File: src/hw/sio_irq_pkg.sv
// Summary of operation
// - Top identification bits mirror FIFO enable
// - Bit zero low while enabled interrupt pending
// - Priority: line, data, timeout, holding, modem
// - Timeout bit only in FIFO mode, implies bit2
// - Line status code 011, cleared by status read
// - Data code 010, cleared by read or drain
// - Timeout code 110, cleared by buffer read
// - Holding empty code 001, cleared by ident read/write
// - Modem code 000, cleared by modem status read
// - Trigger bits select 14, 8, 4, 0 bytes
// - Bit3 selects FIFO mode, bit0 enables FIFOs
// - Bit2 clears transmit FIFO, self-clearing
// - Bit1 clears receive FIFO, self-clearing
// - Data request follows fill versus trigger level
// - Data ready set on entry, cleared when empty
// - Timeout after four idle character times
// - Reads and receptions restart timeout timer
// - Holding empty request when transmit FIFO empties
// - Delay empty report after short bursts
// - First transmit interrupt after FIFO control write immediate
// - Bit6 all empty, bit5 FIFO only
// - Disabled enables give polling, FIFOs still store
// - Disabled sources never show pending
// - Enable bits gate modem, line, holding, data
//
// Purpose: Constants for the serial port interrupt/FIFO control block.
// Assumes: Wishbone classic slave, 32-bit data, byte registers in low bits.
// Notes: Printed offsets are not multiples of four, so index*4 is the address.
package sio_irq_pkg;
  localparam logic [31:0] IDENT_FIFO_CTRL_IDX = 32'h0F000822;
  localparam logic [31:0] INT_ENABLE_IDX = 32'h0F000821;
  localparam logic [31:0] STATUS_IDX = 32'h0F000825;
  localparam logic [7:0] IDENT_RESET = 8'h01;
  localparam logic [7:0] FIFO_CTRL_RESET = 8'h00;
  localparam logic [3:0] INT_ENABLE_RESET = 4'h0;
  localparam int unsigned FIFO_EN_BIT = 0;
  localparam int unsigned RX_CLR_BIT = 1;
  localparam int unsigned TX_CLR_BIT = 2;
  localparam int unsigned MODE_BIT = 3;
  localparam int unsigned EN_MODEM = 3;
  localparam int unsigned EN_LINE = 2;
  localparam int unsigned EN_HOLD = 1;
  localparam int unsigned EN_DATA = 0;
  localparam logic [2:0] CODE_LINE = 3'h3;
  localparam logic [2:0] CODE_DATA = 3'h2;
  localparam logic [2:0] CODE_TIMEOUT = 3'h6;
  localparam logic [2:0] CODE_HOLD = 3'h1;
  localparam logic [2:0] CODE_MODEM = 3'h0;
  localparam logic [4:0] TRIG_14 = 5'h0E;
  localparam logic [4:0] TRIG_8 = 5'h08;
  localparam logic [4:0] TRIG_4 = 5'h04;
  localparam logic [4:0] TRIG_0 = 5'h00;
  localparam logic [2:0] TIMEOUT_CHARS = 3'h4;
  localparam logic [1:0] SHORT_BURST = 2'h2;
endpackage : sio_irq_pkg

File: src/hw/sio_irq_ctrl.sv
// Purpose: Interrupt identification and FIFO control of a serial port.
// Assumes: Character-time ticks and FIFO levels come from the datapath.
// Notes: FIFOs themselves live in the datapath; this block steers them.
`timescale 1ns/1ps
`default_nettype none
module sio_irq_ctrl
  import sio_irq_pkg::*;
(
  input wire logic clk_i,
  input wire logic rst_i,
  input wire logic cyc_i,
  input wire logic stb_i,
  input wire logic we_i,
  input wire logic [29:0] adr_i,
  input wire logic [3:0] sel_i,
  input wire logic [31:0] dat_i,
  output logic [31:0] dat_o,
  output logic ack_o,
  input wire logic line_err_i,
  input wire logic status_read_i,
  input wire logic rx_push_i,
  input wire logic rx_pop_i,
  input wire logic [4:0] rx_level_i,
  input wire logic tx_push_i,
  input wire logic [4:0] tx_level_i,
  input wire logic tx_shift_busy_i,
  input wire logic char_tick_i,
  input wire logic stop_tick_i,
  input wire logic cts_change_i,
  input wire logic modem_read_i,
  output logic rx_fifo_clear_o,
  output logic tx_fifo_clear_o,
  output logic fifo_mode_o,
  output logic fifo_enable_o,
  output logic data_ready_o,
  output logic tx_holding_empty_o,
  output logic tx_all_empty_o,
  output logic irq_o
);
  logic [7:0] fifo_control_q;
  logic [3:0] int_enable_q;
  logic line_q, modem_q, hold_q, timeout_q, ready_q;
  logic [2:0] idle_chars_q;
  logic [1:0] burst_q;
  logic delay_q, first_q, ack_q;
  logic [31:0] dat_q;

  // Bus decode; word index equals printed offset
  wire req = cyc_i & stb_i & ~ack_q;
  wire hit_ident = adr_i == IDENT_FIFO_CTRL_IDX[29:0];
  wire hit_ie = adr_i == INT_ENABLE_IDX[29:0];
  wire hit_stat = adr_i == STATUS_IDX[29:0];
  wire wr_fc = req & we_i & sel_i[0] & hit_ident;
  wire wr_ie = req & we_i & sel_i[0] & hit_ie;
  wire rd_ident = req & ~we_i & hit_ident;

  // Trigger level decode
  function automatic logic [4:0] trig_level(input logic [1:0] sel);
    unique case (sel)
      2'h3: trig_level = TRIG_14;
      2'h2: trig_level = TRIG_8;
      2'h1: trig_level = TRIG_4;
      2'h0: trig_level = TRIG_0;
    endcase
  endfunction : trig_level

  wire fifo_on = fifo_control_q[FIFO_EN_BIT];
  wire mode_fifo = fifo_control_q[MODE_BIT];
  // Zero trigger means any byte counts as data present
  wire rx_at_trig = (rx_level_i >= trig_level(fifo_control_q[7:6])) &&
                    (rx_level_i != 5'h00);
  wire rx_data_src = fifo_on ? rx_at_trig : ready_q;
  wire tx_empty = tx_level_i == 5'h00;

  // Gated sources; disabled ones stay invisible (polling)
  wire p_line = line_q & int_enable_q[EN_LINE];
  wire p_data = rx_data_src & int_enable_q[EN_DATA];
  wire p_tout = timeout_q & mode_fifo & int_enable_q[EN_DATA];
  wire p_hold = hold_q & int_enable_q[EN_HOLD];
  wire p_modem = modem_q & int_enable_q[EN_MODEM];
  wire any_pend = p_line | p_data | p_tout | p_hold | p_modem;

  // Priority encoder of bits 3..1
  logic [2:0] code;
  always_comb begin
    if (p_line) code = CODE_LINE;
    else if (p_data) code = CODE_DATA;
    else if (p_tout) code = CODE_TIMEOUT;
    else if (p_hold) code = CODE_HOLD;
    else code = CODE_MODEM;
  end
  wire [7:0] ident = {{2{fifo_on}}, 2'b00, any_pend ? code : 3'h0, ~any_pend};
  wire hold_reported = p_hold & ~p_line & ~p_data & ~p_tout;

  // Control registers; clear bits self-clear after one cycle
  always_ff @(posedge clk_i) begin
    if (rst_i) begin
      fifo_control_q <= FIFO_CTRL_RESET;
      int_enable_q <= INT_ENABLE_RESET;
    end else begin
      fifo_control_q[RX_CLR_BIT] <= 1'b0;
      fifo_control_q[TX_CLR_BIT] <= 1'b0;
      if (wr_fc) fifo_control_q <= dat_i[7:0] & 8'hCF;
      if (wr_ie) int_enable_q <= dat_i[3:0];
    end
  end

  // Sticky sources; set wins over clear
  always_ff @(posedge clk_i) begin
    if (rst_i) begin
      line_q <= 1'b0;
      modem_q <= 1'b0;
      ready_q <= 1'b0;
    end else begin
      line_q <= line_err_i | (line_q & ~status_read_i);
      modem_q <= cts_change_i | (modem_q & ~modem_read_i);
      // Only the pop of the last character or a receive clear empties the FIFO
      ready_q <= rx_push_i | (ready_q & ~(rx_pop_i & (rx_level_i <= 5'h01)) & ~rx_fifo_clear_o);
    end
  end

  // Timeout counter in character ticks
  always_ff @(posedge clk_i) begin
    if (rst_i || rx_fifo_clear_o) begin
      idle_chars_q <= 3'h0;
      timeout_q <= 1'b0;
    end else if (rx_push_i || rx_pop_i) begin
      idle_chars_q <= 3'h0;
      timeout_q <= 1'b0;
    end else if (rx_level_i == 5'h00) begin
      idle_chars_q <= 3'h0;
    end else if (char_tick_i && idle_chars_q != TIMEOUT_CHARS) begin
      idle_chars_q <= idle_chars_q + 3'h1;
      if (idle_chars_q + 3'h1 == TIMEOUT_CHARS) timeout_q <= 1'b1;
    end
  end

  // Holding-empty request with short-burst delay
  always_ff @(posedge clk_i) begin
    if (rst_i) begin
      hold_q <= 1'b0;
      burst_q <= 2'h0;
      delay_q <= 1'b0;
      first_q <= 1'b1;
    end else begin
      if (wr_fc) first_q <= 1'b1;
      if (tx_push_i && burst_q != SHORT_BURST) burst_q <= burst_q + 2'h1;
      if (tx_empty && !hold_q && !delay_q && burst_q != 2'h0) begin
        if (burst_q < SHORT_BURST && !first_q) delay_q <= 1'b1;
        else begin
          hold_q <= 1'b1;
          first_q <= 1'b0;
        end
        burst_q <= 2'h0;
      end else if (delay_q && stop_tick_i) begin
        delay_q <= 1'b0; // Held a character plus stop time
        hold_q <= 1'b1;
      end else if (tx_push_i || (rd_ident && hold_reported)) begin
        hold_q <= 1'b0;
      end
    end
  end

  // Read data and single-wait ack
  wire [31:0] rd_mux = hit_ident ? {24'h000000, ident} :
                       hit_ie ? {28'h0000000, int_enable_q} :
                       hit_stat ? {25'h0, tx_all_empty_o, tx_holding_empty_o, 4'h0, data_ready_o} :
                       32'h00000000;
  always_ff @(posedge clk_i) begin
    if (rst_i) begin
      ack_q <= 1'b0;
      dat_q <= 32'h00000000;
    end else begin
      ack_q <= req;
      if (req) dat_q <= rd_mux;
    end
  end

  assign ack_o = ack_q;
  assign dat_o = dat_q;
  assign rx_fifo_clear_o = fifo_control_q[RX_CLR_BIT];
  assign tx_fifo_clear_o = fifo_control_q[TX_CLR_BIT];
  assign fifo_mode_o = mode_fifo;
  assign fifo_enable_o = fifo_on;
  assign data_ready_o = ready_q;
  assign tx_holding_empty_o = tx_empty;
  assign tx_all_empty_o = tx_empty & ~tx_shift_busy_i;
  assign irq_o = any_pend;

  // Identification byte checks; these watch the decoded byte software sees
  // Top bits follow the enable bit
  a_top_bits: assert property (@(posedge clk_i) disable iff (rst_i)
    ident[7:6] == {2{fifo_on}}) else $error("top bits wrong");

  // Top bits clear while FIFOs are off
  a_top_zero: assert property (@(posedge clk_i) disable iff (rst_i)
    !fifo_on |-> ident[7:6] == 2'b00) else $error("top bits set with fifos off");

  // Any enabled line or modem source forces the pending bit low
  a_pend_bit: assert property (@(posedge clk_i) disable iff (rst_i)
    (line_q && int_enable_q[EN_LINE]) || (modem_q && int_enable_q[EN_MODEM]) |-> !ident[0])
    else $error("pending bit mismatch");

  // Nothing pending reads as the idle code
  a_idle_code: assert property (@(posedge clk_i) disable iff (rst_i)
    !any_pend |-> ident[3:0] == 4'h1) else $error("idle code wrong");

  // Line status beats every other source
  a_line_first: assert property (@(posedge clk_i) disable iff (rst_i)
    p_line |-> ident[3:1] == CODE_LINE) else $error("line priority lost");

  // Data code when line status is quiet
  a_data_code: assert property (@(posedge clk_i) disable iff (rst_i)
    p_data && !p_line |-> ident[3:1] == CODE_DATA) else $error("data code wrong");

  // Timeout code below data
  a_tout_code: assert property (@(posedge clk_i) disable iff (rst_i)
    p_tout && !p_line && !p_data |-> ident[3:1] == CODE_TIMEOUT) else $error("timeout code wrong");

  // Holding-empty code when it is the reported source
  a_hold_code: assert property (@(posedge clk_i) disable iff (rst_i)
    hold_reported |-> ident[3:1] == CODE_HOLD) else $error("hold code wrong");

  // Modem code only when nothing higher waits
  a_modem_code: assert property (@(posedge clk_i) disable iff (rst_i)
    p_modem && !(p_line || p_data || p_tout || p_hold) |-> ident[3:1] == CODE_MODEM)
    else $error("modem code wrong");

  // Timeout bit implies bit 2 and FIFO mode
  a_tout_bit2: assert property (@(posedge clk_i) disable iff (rst_i)
    ident[3] |-> ident[2] && mode_fifo) else $error("timeout code bad");

  // Character mode never shows the timeout bit
  a_char_mode: assert property (@(posedge clk_i) disable iff (rst_i)
    !mode_fifo |-> !ident[3]) else $error("timeout bit in character mode");

  // Control strobes last exactly one cycle
  a_clr_self: assert property (@(posedge clk_i) disable iff (rst_i)
    rx_fifo_clear_o |=> !rx_fifo_clear_o) else $error("rx clear stuck");

  a_txclr_self: assert property (@(posedge clk_i) disable iff (rst_i)
    tx_fifo_clear_o |=> !tx_fifo_clear_o) else $error("tx clear stuck");

  // A written clear bit reaches the receive FIFO
  a_clr_pulse: assert property (@(posedge clk_i) disable iff (rst_i)
    wr_fc && dat_i[RX_CLR_BIT] |=> rx_fifo_clear_o) else $error("rx clear not issued");

  // Receive clear also drops a pending timeout
  a_clr_tout: assert property (@(posedge clk_i) disable iff (rst_i)
    rx_fifo_clear_o |=> !timeout_q) else $error("timeout survived clear");

  // Enable and mode bits land as written
  a_fcr_write: assert property (@(posedge clk_i) disable iff (rst_i)
    wr_fc |=> fifo_on == $past(dat_i[FIFO_EN_BIT]) && mode_fifo == $past(dat_i[MODE_BIT]))
    else $error("fifo control not written");

  // Interrupt enables land as written
  a_ie_write: assert property (@(posedge clk_i) disable iff (rst_i)
    wr_ie |=> int_enable_q == $past(dat_i[3:0])) else $error("enables not written");

  // Write to holding register drops the request
  a_hold_clear: assert property (@(posedge clk_i) disable iff (rst_i)
    tx_push_i && hold_q |=> !hold_q) else $error("hold not cleared");

  // Identification read drops a reported holding request
  a_hold_ident: assert property (@(posedge clk_i) disable iff (rst_i)
    rd_ident && hold_reported && !delay_q |=> !hold_q) else $error("ident read kept hold");

  // Error and modem events are sticky until read
  a_line_sticky: assert property (@(posedge clk_i) disable iff (rst_i)
    line_err_i |=> line_q) else $error("line error lost");

  a_line_clear: assert property (@(posedge clk_i) disable iff (rst_i)
    status_read_i && !line_err_i |=> !line_q) else $error("line status not cleared");

  a_modem_sticky: assert property (@(posedge clk_i) disable iff (rst_i)
    cts_change_i |=> modem_q) else $error("modem change lost");

  a_modem_clear: assert property (@(posedge clk_i) disable iff (rst_i)
    modem_read_i && !cts_change_i |=> !modem_q) else $error("modem status not cleared");

  // Data ready follows entries and the final pop
  a_ready_set: assert property (@(posedge clk_i) disable iff (rst_i)
    rx_push_i |=> data_ready_o) else $error("ready not set");

  a_ready_empty: assert property (@(posedge clk_i) disable iff (rst_i)
    rx_pop_i && rx_level_i == 5'h01 && !rx_push_i |=> !data_ready_o) else $error("ready not cleared");

  a_ready_kept: assert property (@(posedge clk_i) disable iff (rst_i)
    data_ready_o && rx_level_i > 5'h01 && !rx_fifo_clear_o |=> data_ready_o) else $error("ready lost early");

  // Full trigger level raises the request
  a_trig_data: assert property (@(posedge clk_i) disable iff (rst_i)
    fifo_on && int_enable_q[EN_DATA] && fifo_control_q[7:6] == 2'h3 && rx_level_i >= TRIG_14 |-> irq_o)
    else $error("trigger level missed");

  // Below trigger and nothing else: no request
  a_below_trig: assert property (@(posedge clk_i) disable iff (rst_i)
    fifo_on && !p_line && !p_tout && !p_hold && !p_modem &&
    rx_level_i < trig_level(fifo_control_q[7:6]) |-> !irq_o) else $error("request below trigger");

  // Pops clear a timeout; pushes restart the timer
  a_tout_pop: assert property (@(posedge clk_i) disable iff (rst_i)
    rx_pop_i |=> !timeout_q) else $error("timeout survived read");

  a_tout_push: assert property (@(posedge clk_i) disable iff (rst_i)
    rx_push_i |=> idle_chars_q == 3'h0) else $error("timer not restarted");

  // Polling: a disabled side never requests
  a_poll_rx: assert property (@(posedge clk_i) disable iff (rst_i)
    fifo_on && !int_enable_q[EN_DATA] && !p_line && !p_hold && !p_modem |-> !irq_o)
    else $error("receive polling raised irq");

  a_poll_tx: assert property (@(posedge clk_i) disable iff (rst_i)
    !int_enable_q[EN_HOLD] && !p_line && !p_data && !p_tout && !p_modem |-> !irq_o)
    else $error("transmit polling raised irq");

  // Short bursts wait for the stop tick, then report
  a_delay_wait: assert property (@(posedge clk_i) disable iff (rst_i)
    delay_q && !stop_tick_i |=> delay_q) else $error("delay ended early");

  a_delay_end: assert property (@(posedge clk_i) disable iff (rst_i)
    delay_q && stop_tick_i |=> hold_q && !delay_q) else $error("delayed hold lost");

  // First empty after a control write is immediate
  a_first_now: assert property (@(posedge clk_i) disable iff (rst_i)
    tx_empty && !hold_q && !delay_q && burst_q != 2'h0 && first_q |=> hold_q) else $error("first hold delayed");

  // Transmit empty flags stay consistent
  a_all_empty: assert property (@(posedge clk_i) disable iff (rst_i)
    tx_all_empty_o |-> tx_holding_empty_o) else $error("all empty without fifo empty");

  a_shift_busy: assert property (@(posedge clk_i) disable iff (rst_i)
    tx_shift_busy_i |-> !tx_all_empty_o) else $error("all empty while shifting");

  // Masked sources stay hidden
  a_gate_off: assert property (@(posedge clk_i) disable iff (rst_i)
    int_enable_q == 4'h0 |-> !irq_o) else $error("disabled irq shown");

  // Reset values; checked through reset itself
  a_ident_reset: assert property (@(posedge clk_i)
    rst_i |=> ident == IDENT_RESET) else $error("ident reset wrong");

  a_fc_reset: assert property (@(posedge clk_i)
    rst_i |=> fifo_control_q == FIFO_CTRL_RESET && int_enable_q == INT_ENABLE_RESET)
    else $error("control reset wrong");

  // Bus answers after one wait and for one cycle only
  a_ack_reply: assert property (@(posedge clk_i) disable iff (rst_i)
    cyc_i && stb_i && !ack_o |=> ack_o) else $error("request not acknowledged");

  a_ack_pulse: assert property (@(posedge clk_i) disable iff (rst_i)
    ack_o |=> !ack_o) else $error("ack held too long");

  // Main scenarios worth seeing at least once
  c_timeout: cover property (@(posedge clk_i) p_tout);
  c_hold_delay: cover property (@(posedge clk_i) delay_q ##[1:50] hold_q);
  c_line_over_data: cover property (@(posedge clk_i) p_line && p_data);
  c_trig_data: cover property (@(posedge clk_i) p_data && fifo_on);
  c_hold_first: cover property (@(posedge clk_i) hold_q && first_q == 1'b0);
endmodule : sio_irq_ctrl
`default_nettype wire

File: config.mk
export PLATFORM = sky130hd
export DESIGN_NAME = sio_irq_ctrl
export DESIGN_NICKNAME = d
export VERILOG_FILES = /design/src/hw/sio_irq_pkg.sv /design/src/hw/sio_irq_ctrl.sv
export SDC_FILE = /design/constraint.sdc
export NUM_CORES = 1
export LEC_CHECK = 0
export CORE_MARGIN = 2
export CORE_UTILIZATION = 55
export DETAILED_ROUTE_END_ITERATION = 12
export DONT_BUFFER_PORTS = 1
export PLACE_DENSITY_LB_ADDON = 0.3
export SLEW_MARGIN = 25
export SYNTH_ARGS = -nofsm -noshare
export SYNTH_HDL_FRONTEND = slang
export SYNTH_SLANG_ARGS = --single-unit
File: constraint.sdc
create_clock -name clk_i -period 2.35 [get_ports clk_i]
set_clock_uncertainty 0.05 [all_clocks]
set_input_delay 0.235 -clock clk_i [delete_from_list [all_inputs] [get_ports clk_i]]
set_output_delay 0.235 -clock clk_i [all_outputs]
set_load 0.005 [all_outputs]
; ---- After elaboration in Yosys (flattened, before gate mapping)
; Cells that the tools add are included.
[word_totals]
ff_bits = 55
inputBits = 91
wordCells = 122
[classes]
add_sub_neg = 2
n_lt_le_gt_ge = 3
eq_ne = 11
muxes = 20
n_bitwise = 43
reduce_logical = 29
[ops]
columns = operator, count
row1 = "30-bit by 28-bit equality test with 1-bit output, second input constant", 3
row2 = 1-bit AND, 23
row3 = 5-bit case mux with 4 select lines, 1
row4 = 7-bit two-way mux, 2
row5 = 1-bit NOT, 13
row6 = 1-bit two-way mux, 12
row7 = 3-bit two-way mux, 4
row8 = 5-bit zero test, 2
row9 = 1-bit logical AND, 9
row10 = 8-bit two-way mux, 1
row11 = 1-bit OR, 7
row12 = 2-bit OR reduction, 3
row13 = 5-bit >= comparator, 1
row14 = "5-bit by 1-bit <= comparator with 1-bit output, second input constant", 1
row15 = 5-bit nonzero test, 1
row16 = "2-bit equality test, second input constant", 2
row17 = "2-bit != test, second input constant", 2
row18 = 2-bit AND reduction, 2
row19 = 2-bit nonzero test, 2
row20 = "3-bit by 1-bit adder with 3-bit output, second input constant", 1
row21 = "3-bit equality test, second input constant", 1
row22 = 1-bit zero test, 3
row23 = 1-bit logical OR, 3
row24 = "3-bit != test, second input constant", 1
row25 = 8 further kinds, 8

; ---- Longest topological paths before layout
; Gate-level depths: netlist of the first run.
[depth]
word_depth = 14
mapped_depth = 8
ltp_nobuf = 8

; ---- Worst setup path after synthesis of the first run
; Ideal clock, no wire load.
[synth_timing]
kind = in2reg
startpoint = input port adr_i[4]
endpoint = register hold_q
setup_ps = 131
arrival_time_ps = 1914
required_ps = 2169
setup_slack_ps = 255
path_stages = 6
path_cell_list = or4b_1 buf_2 or2_4 or3_4 a2111oi_4 o22ai_1
[synth_via]
elab_chain_cells = 6
[synth_rtl]
columns = item, line_no
row1 = from (decl), sio_irq_ctrl.sv:14  ; input wire logic [29:0] adr_i,
row2 = 30-bit by 28-bit equality test with 1-bit output, sio_irq_ctrl.sv:50  ; wire hit_ident = adr_i == IDENT_FIFO_CTRL_IDX[29:0];
row3 = 1-bit AND, sio_irq_ctrl.sv:55  ; wire rd_ident = req & ~we_i & hit_ident;
row4 = 1-bit logical AND, sio_irq_ctrl.sv:158  ; end else if (tx_push_i || (rd_ident && hold_reported)) begin
row5 = 1-bit logical OR, sio_irq_ctrl.sv:158
row6 = 3-bit nonzero test (no source line), n/a
row7 = 2-bit AND reduction (no source line), n/a
row8 = to (signal assigned), sio_irq_ctrl.sv:151  ; hold_q <= 1'b1;
row9 = to (signal assigned), sio_irq_ctrl.sv:157  ; hold_q <= 1'b1;
row10 = to (signal assigned), sio_irq_ctrl.sv:159  ; hold_q <= 1'b0;
row11 = to (decl), sio_irq_ctrl.sv:42  ; logic line_q, modem_q, hold_q, timeout_q, ready_q;
; No other way between the ends.
; A chain may end at the register's enable or synchronous reset.

; ---- Worst setup path in the final report of the first run
[layout_timing]
startpoint = register fifo_control_q[7]
endpoint = output port irq_o
[layout_via]
elab_chain_cells = 10
[layout_rtl]
columns = item, line_no
row1 = from (decl), sio_irq_ctrl.sv:40  ; logic [7:0] fifo_control_q;
row2 = from (signal assigned), sio_irq_ctrl.sv:103  ; if (wr_fc) fifo_control_q <= dat_i[7:0] & 8'hCF;
row3 = "2-bit by 1-bit equality test with 1-bit output, or another cell as far along", sio_irq_ctrl.sv:59  ; unique case (sel)
row4 = 5-bit case mux with 4 select lines (*), sio_irq_ctrl.sv:59
row5 = 5-bit >= comparator (*), sio_irq_ctrl.sv:70  ; wire rx_at_trig = (rx_level_i >= trig_level(fifo_control_q[7:6])) &&
row6 = 1-bit logical AND (*), sio_irq_ctrl.sv:70
row7 = 1-bit two-way mux (*), sio_irq_ctrl.sv:72  ; wire rx_data_src = fifo_on ? rx_at_trig : ready_q;
row8 = 1-bit AND (*), sio_irq_ctrl.sv:77  ; wire p_data = rx_data_src & int_enable_q[EN_DATA];
row9 = 1-bit OR (*) (4 in series), sio_irq_ctrl.sv:81  ; wire any_pend = p_line | p_data | p_tout | p_hold | p_modem;
row10 = to (decl), sio_irq_ctrl.sv:38  ; output logic irq_o
; Every way passes the cells marked *; elsewhere a longest branch is shown, timed or not. The select of a mux whose other input is x is not followed.

==> results of run 1 <==
==> worst paths after layout <==
path | startpoint | to | slack [ns] | cells after the start
max | fifo_control_q[7]$_SDFFE_PP0P_ | irq_o | 0.13 | 9
min | dat_i[7] | fifo_control_q[7]$_SDFFE_PP0P_ | 0.006 | 2
max reg2reg | fifo_control_q[7]$_SDFFE_PP0P_ | dat_o[0]$_SDFFE_PP0P_ | 0.22 | 9
min reg2reg | dat_o[7]$_SDFFE_PP0P_ | dat_o[7]$_SDFFE_PP0P_ | 0.43 | 2
==> worst max-delay path: cells and delay by family (launching register included) <==
family	cells	cell delay, ns
AND/OR/NAND/NOR	4	0.50
buffers and inverters	2	0.29
flip-flops	1	0.33
AO/OA/AOI/OAI	2	0.20
adder cells (fa/ha/maj)	1	0.27
==> flip-flops by register name, indices dropped and copies added, names as in the netlist <==
signal and flops:
timeout_q 1, fifo_control_q 6, ack_o 1, data_ready_o 1, delay_q 1, hold_q 1, int_enable_q 4, modem_q 1
first_q 1, line_q 1, idle_chars_q 3, dat_o 7, burst_q 2
==> power breakdown <==
part	internal (mW)	total, mW	switching, mW
Sequential	0.518	0.526	0.00880
Combinational	0.0421	0.0964	0.0543
Clock	0.145	0.324	0.180
Total	0.704	0.947	0.243
==> cell usage in the layout (no fill, tap or decap), types with 2 or more instances in the layout <==
master / netlist / routed
buf_4: 25 / 7
a21oi_1: 13 / 12
dfxtp_1: 30 / 28
nor3_1: 11 / 10
or3_1: 4 / 4
mux2i_1: 8 / 8
xnor2_1: 2 / 2
nand2b_1: 3 / 3
and2_1: 4 / 4
o211ai_1: 2 / 2
or2_2: 2 / 2
or4_1: 2 / 2
nor2b_1: 7 / 7
dlygate4sd3_1: 0 / 8
nand2_1: 14 / 14
and4b_1: 3 / 3
a32oi_1: 2 / 2
inv_1: 13 / 12
nand4_1: 4 / 4
or4b_1: 3 / 3
and3_1: 2 / 2
clkbuf_4: 0 / 5
nor4_1: 7 / 7
nor2_1: 29 / 28
nand3_1: 7 / 7
o21ai_0: 3 / 3
ha_1: 8 / 8
dfxtp_2: 0 / 2
o31ai_1: 2 / 2
a21boi_0: 2 / 2
conb_1: 1 / 25
==> layout make-up <==
cell class | count | area [um2] | share of cell area [%]
inverter | 13 | 48.8 | 2.34
clock inverter | 1 | 5.00 | 0.240
tap | 46 | 57.6 | 2.75
timing repair buffer | 15 | 133 | 6.35
clock buffer | 7 | 55.1 | 2.63
multi-input combinational | 189 | 1190 | 56.8
sequential | 30 | 603 | 28.9
==> metal layers <==
layer	wire length, um	share of wire, %	vias to the layer above	global-route usage [%]
li1	-	-	831	-
met1	1740	40	772	25.7
met2	2060	48	69	36.7
met3	432	10	11	8.93
met4	84	1.9	0	6.52
met5	0	0	-	0
==> stage by stage <==
stage / hold slack, ns / area (um2)
3_5_place_dp: 0.261 / 1930
2_1_floorplan: 0.302 / 2030
5_1_grt: 0.00915 / 2090
3_3_place_gp: 0.260 / 1930
6_report: 0.00643 / 2090
4_1_cts: 0.00332 / 2070
==> cells by family after synthesis <==
logic type | after synthesis | share of synthesized area (%)
AO/OA/AOI/OAI | 35 | 13.0
XOR/XNOR | 2 | 0.905
flip-flops | 30 | 31.0
AND/OR/NAND/NOR | 110 | 31.7
buffers and inverters | 43 | 13.2
multiplexers | 9 | 4.72
adder cells (fa/ha/maj) | 8 | 5.17
other | 1 | 0.194
==> timing repair <==
| action | CTS | global route |
|---|---|---|
| hold endpoints to repair | 25 | 0 |
| setup endpoints to repair | 0 | 2 |
| hold buffers | 8 | 0 |
| gates resized for setup | 0 | 7 |
==> metrics.yaml, run 1 <==
final_layout:
  post-route-util_pct: 62.1
  n_fill_cell: 317
  final-instance-count-excl-fill: 301
  drive_gt1_share_pct: 11.4
  antenna_cells: 0
  nets: 353
  syn2layout_area_growth_pct: 7.88
critical_path:
  worstPathCellList: "inv_1, nor2_2, ha_1, and4b_1, nor3_2, a221oi_2, buf_4, a21oi_2, nand2_1"
  critical_path_arrival_ns: 1.94
  end_kind: "output port"
  critical_path_required_ns: 2.07
  cp_max_fo: 6
  cpMaxStageDelayCell: "dfxtp_2"
  cp-start-kind: "register"
  worstSetupPathType: "register to output port"
  cpPeakStageDelay_ns: 0.33
synthesis:
  ys_top_cells_by_area: "dfxtp_1, buf_4, nor2_1"
  synth_top_cell_area_share_pct: 31.0
  synth_ff_type: "dfxtp_1"
  yosysWarnings: 0
  synth_most_common_cell: "dfxtp_1"
  syn_area_mm2: 0.00194
  ys_async_sr_fraction_pct: 0
  synth_cell_types: 51
  ys_seq_area_share_pct: 31.0
  synth_seq_cells: 30
  yosysTopAreaCell: "dfxtp_1"
  synth_edf_count: 0
  avgSynthCellArea_um2: 8.14
  synth_commonest_cells: "dfxtp_1, nor2_1, buf_4"
  synth_cells: 238
timing:
  hold_viol: 0
  slew_viol_final: 0
  finalSetupTns_ns: 0
  setup_viol: 0
  max-slew-margin-rel_pct: 42.8
  fin_crit_sh_pct: 94.5
  clock.fmax_mhz: 450
  worst_slew_pin_slew_ns: 0.855
  rsz0062_at_grt: "yes"
  fin_crit_ns: 2.22
  timing.final.ws_setup_ns: 0.130
route:
  via_count: 1683
  antenna_left: 0
  wire_per_inst_um: 14.3
  drt_iter0_drc: 57
  drt_pass1_iterations: 4
  vias_per_cell: 5.59
  drt-total-wl_um: 4310
  drc: 0
clock_network:
  clockBufferDepth: 2
  cts.clk_slew.worst_paths_ns: 0.09
  postCtsSetupRepairBufs: 0
  clkLatencyLatePin_ns: 0.34
  htreeDepth: 2
  cts_root_buffer: "clkbuf_4"
  tritoncts: "yes"
  numCtsBuffers: 5
  cts.sinks: 30
placement:
  dpl.cell_count: 285
  dp_worst_setup_slack_ns: 0.180
  dp_hpwl_um: 3380
  gp_congestion: 0.909
  placement.io_buffers: 0
floorplan:
  ios: 132
  coreArea_mm2: 0.00336
  start_util_pct: 57.6
  die_w_um: 63.3
  die_h_um: 63.3
  rows: 21
  dieArea_mm2: 0.00401
power:
  power.density_mw_per_mm2: 453
  peakVddDrop_mv: 0.315
  p_leak_nw: 0.838
  power_mw: 0.947
grt:
  grt_max_degree: 24
  grt_pass1_vias: 1566
  grt_overflow: 0
  grt_usage_pct: 22.0
  antenna_found_initial: 0
  grt_first_pass_wirelength_um: 6930
min_path:
  hp-class: "primary input to register"
status:
  status: "complete, no violations"
job:
  cap_violations: 0
No activity file was read; power rests on OpenSTA's default activity.
==> run 2: changes to the inputs <==
CORE_UTILIZATION = 60   (was 55)
==> metrics.yaml, run 2 (same netlist as run 1, synthesis figures left out) <==
power:
  power.density_mw_per_mm2: 554  # +22%
  peakVddDrop_mv: 0.414  # +32%
  p_leak_nw: 0.854  # +2.0%
final_layout:
  antenna_cells: 0  # unchanged
  drive_gt1_share_pct: 8.63  # -2.7 points
  syn2layout_area_growth_pct: 9.95
  final_common_cell: "dfxtp_1"
  n_fill_cell: 275  # -13%
  nets: 353  # unchanged
  multi_input_area_mm2: 0.00118  # -0.95%
  seq_area_um2: 601  # -0.41%
  largest_register_ffs: 7  # unchanged
  layout_common_cells: "dfxtp_1, nor2_1, conb_1"
route:
  drt-total-wl_um: 4380  # +1.6%
  via_count: 1706  # +1.4%
  wire_per_inst_um: 14.6  # +2.2%
  antenna_left: 0  # unchanged
  drc: 0  # unchanged
  drt_iter0_drc: 37  # -35%
  vias_per_cell: 5.71  # +2.0%
  drt_pass1_iterations: 4  # unchanged
critical_path:
  critical_path_required_ns: 2.55  # +0.48 ns
  cp_max_fo: 5  # -1
  cp-start-kind: "register"
  cpPeakStageDelay_ns: 0.37  # +0.04 ns
  critical_path_arrival_ns: 2.36  # +0.42 ns
  worstSetupPathType: "register to register"
  worstPathCellList: "inv_1, nor2_1, ha_1, and4b_1, nor3_1, a221oi_2, buf_4, o311a_1, o31ai_1"
  end_kind: "register"
  cpMaxStageDelayCell: "o311a_1"
floorplan:
  dieArea_mm2: 0.00370  # -7.8%
  die_h_um: 60.8  # -4.0%
  start_util_pct: 63.4  # +5.9 points
  die_w_um: 60.8  # -4.0%
  ios: 132  # unchanged
  rows: 20  # -4.8%
  coreArea_mm2: 0.00305  # -9.2%
timing:
  fin_crit_sh_pct: 91.7  # -2.8 points
  fin_crit_ns: 2.15  # -0.0659 ns
  max-slew-margin-rel_pct: 40.6  # -2.2 points
  slew_viol_final: 0  # unchanged
  clock.fmax_mhz: 464  # +3.1%
  worst_slew_pin_slew_ns: 0.888  # +0.0333 ns
  hold_viol: 0  # unchanged
  hold_slack_ns: 0.0278  # +0.0214 ns
  rsz0062_at_grt: "no"
  setup_viol: 0  # unchanged
  finalSetupTns_ns: 0  # unchanged
placement:
  placement.io_buffers: 0  # unchanged
  dp_hpwl_um: 3340  # -1.1%
  gp_congestion: 0.893  # -1.7%
job:
  cap_violations: 0  # unchanged
clock_network:
  cts_root_buffer: "clkbuf_4"
  numCtsBuffers: 5  # unchanged
  cts.clk_slew.worst_paths_ns: 0.11  # +0.02 ns
  cts.sinks: 30  # unchanged
  tritoncts: "yes"
  clkLatencyLatePin_ns: 0.34  # about the same
  clockBufferDepth: 2  # unchanged
  htreeDepth: 2  # unchanged
grt:
  antenna_found_initial: 0  # unchanged
  grt_overflow: 0  # unchanged
  grt_pass1_vias: 1569  # +0.19%
  grt_first_pass_wirelength_um: 6710  # -3.2%
  grt_usage_pct: 24.6  # +2.7 points
  grt_max_degree: 24  # unchanged
min_path:
  hp-class: "primary input to register"
status:
  status: "complete, no violations"
[run 2: changes by cell type in the layout (fill, tap and decap cells not counted), moves of 2 or more]
cell,delta
dlygate4sd3_1,+2
dfxtp_2,-2
bufinv_16,+2
buf_4,-2
dfxtp_1,+2
[run 2: per-stage QoR]
stage	std cells	util [%]	setup WS, ns	power (mW)	area, um2
3_3_place_gp	280	62.4	0.0498	0.611	1900
2_1_floorplan	262	-	0.255	0.635	2030
5_1_grt	299	69.8	0.00679	1.23	2130
6_report	299	69.8	0.196	1.18	2130
4_1_cts	299	69.8	0.196	1.18	2130
3_5_place_dp	280	62.4	0.0415	0.615	1900
[run 2: final timing paths]
kind                                       start                     to  slack, ns  cells after the start
setup / recovery  fifo_control_q[7]$_SDFFE_PP0P_  dat_o[0]$_SDFFE_PP0P_       0.20                      9
setup reg to reg  fifo_control_q[7]$_SDFFE_PP0P_  dat_o[0]$_SDFFE_PP0P_       0.20                      9
hold reg to reg            dat_o[7]$_SDFFE_PP0P_  dat_o[7]$_SDFFE_PP0P_       0.43                      2
hold / removal                         tx_push_i    hold_q$_SDFFE_PP0P_       0.03                      2
[run 2: what timing repair did]
item,4_1_cts,5_1_grt
endpoints found under the hold margin,25,0
resized for setup,1,0
endpoints found under the setup margin,1,0
hold buffers,10,0
buffers inserted,1,0
[run 2: worst max-delay path: cells and delay by family (launching register included)]
kind	cells	cell delay, ns
compound gates	3	0.70
simple gates	3	0.49
flops	1	0.34
buf+inv	2	0.26
fa+ha+maj	1	0.22
[run 2: area by class of cell]
class	instances	share of cell area, %
Sequential cell	30	28.2
Clock inverter	2	2.82
Inverter	13	2.29
Clock buffer	6	2.41
Tap cell	44	2.59
Timing Repair Buffer	15	6.46
Multi-Input combinational cell	189	55.2
[run 2: routing by layer]
metal	GRT usage, %	vias to the layer above	share of wire, %
li1	-	828	-
met1	29.1	769	40
met2	42.1	101	49
met4	10.2	0	1.4
met5	0	-	0
met3	6.61	8	10
[run 2: power breakdown]
| part | switching (mW) | leakage, nW | internal, mW | total (mW) |
|---|---|---|---|---|
| clock network | 0.193 | 0.0585 | 0.360 | 0.553 |
| registers | 0.00897 | 0.243 | 0.518 | 0.527 |
| logic | 0.0563 | 0.553 | 0.0427 | 0.0991 |
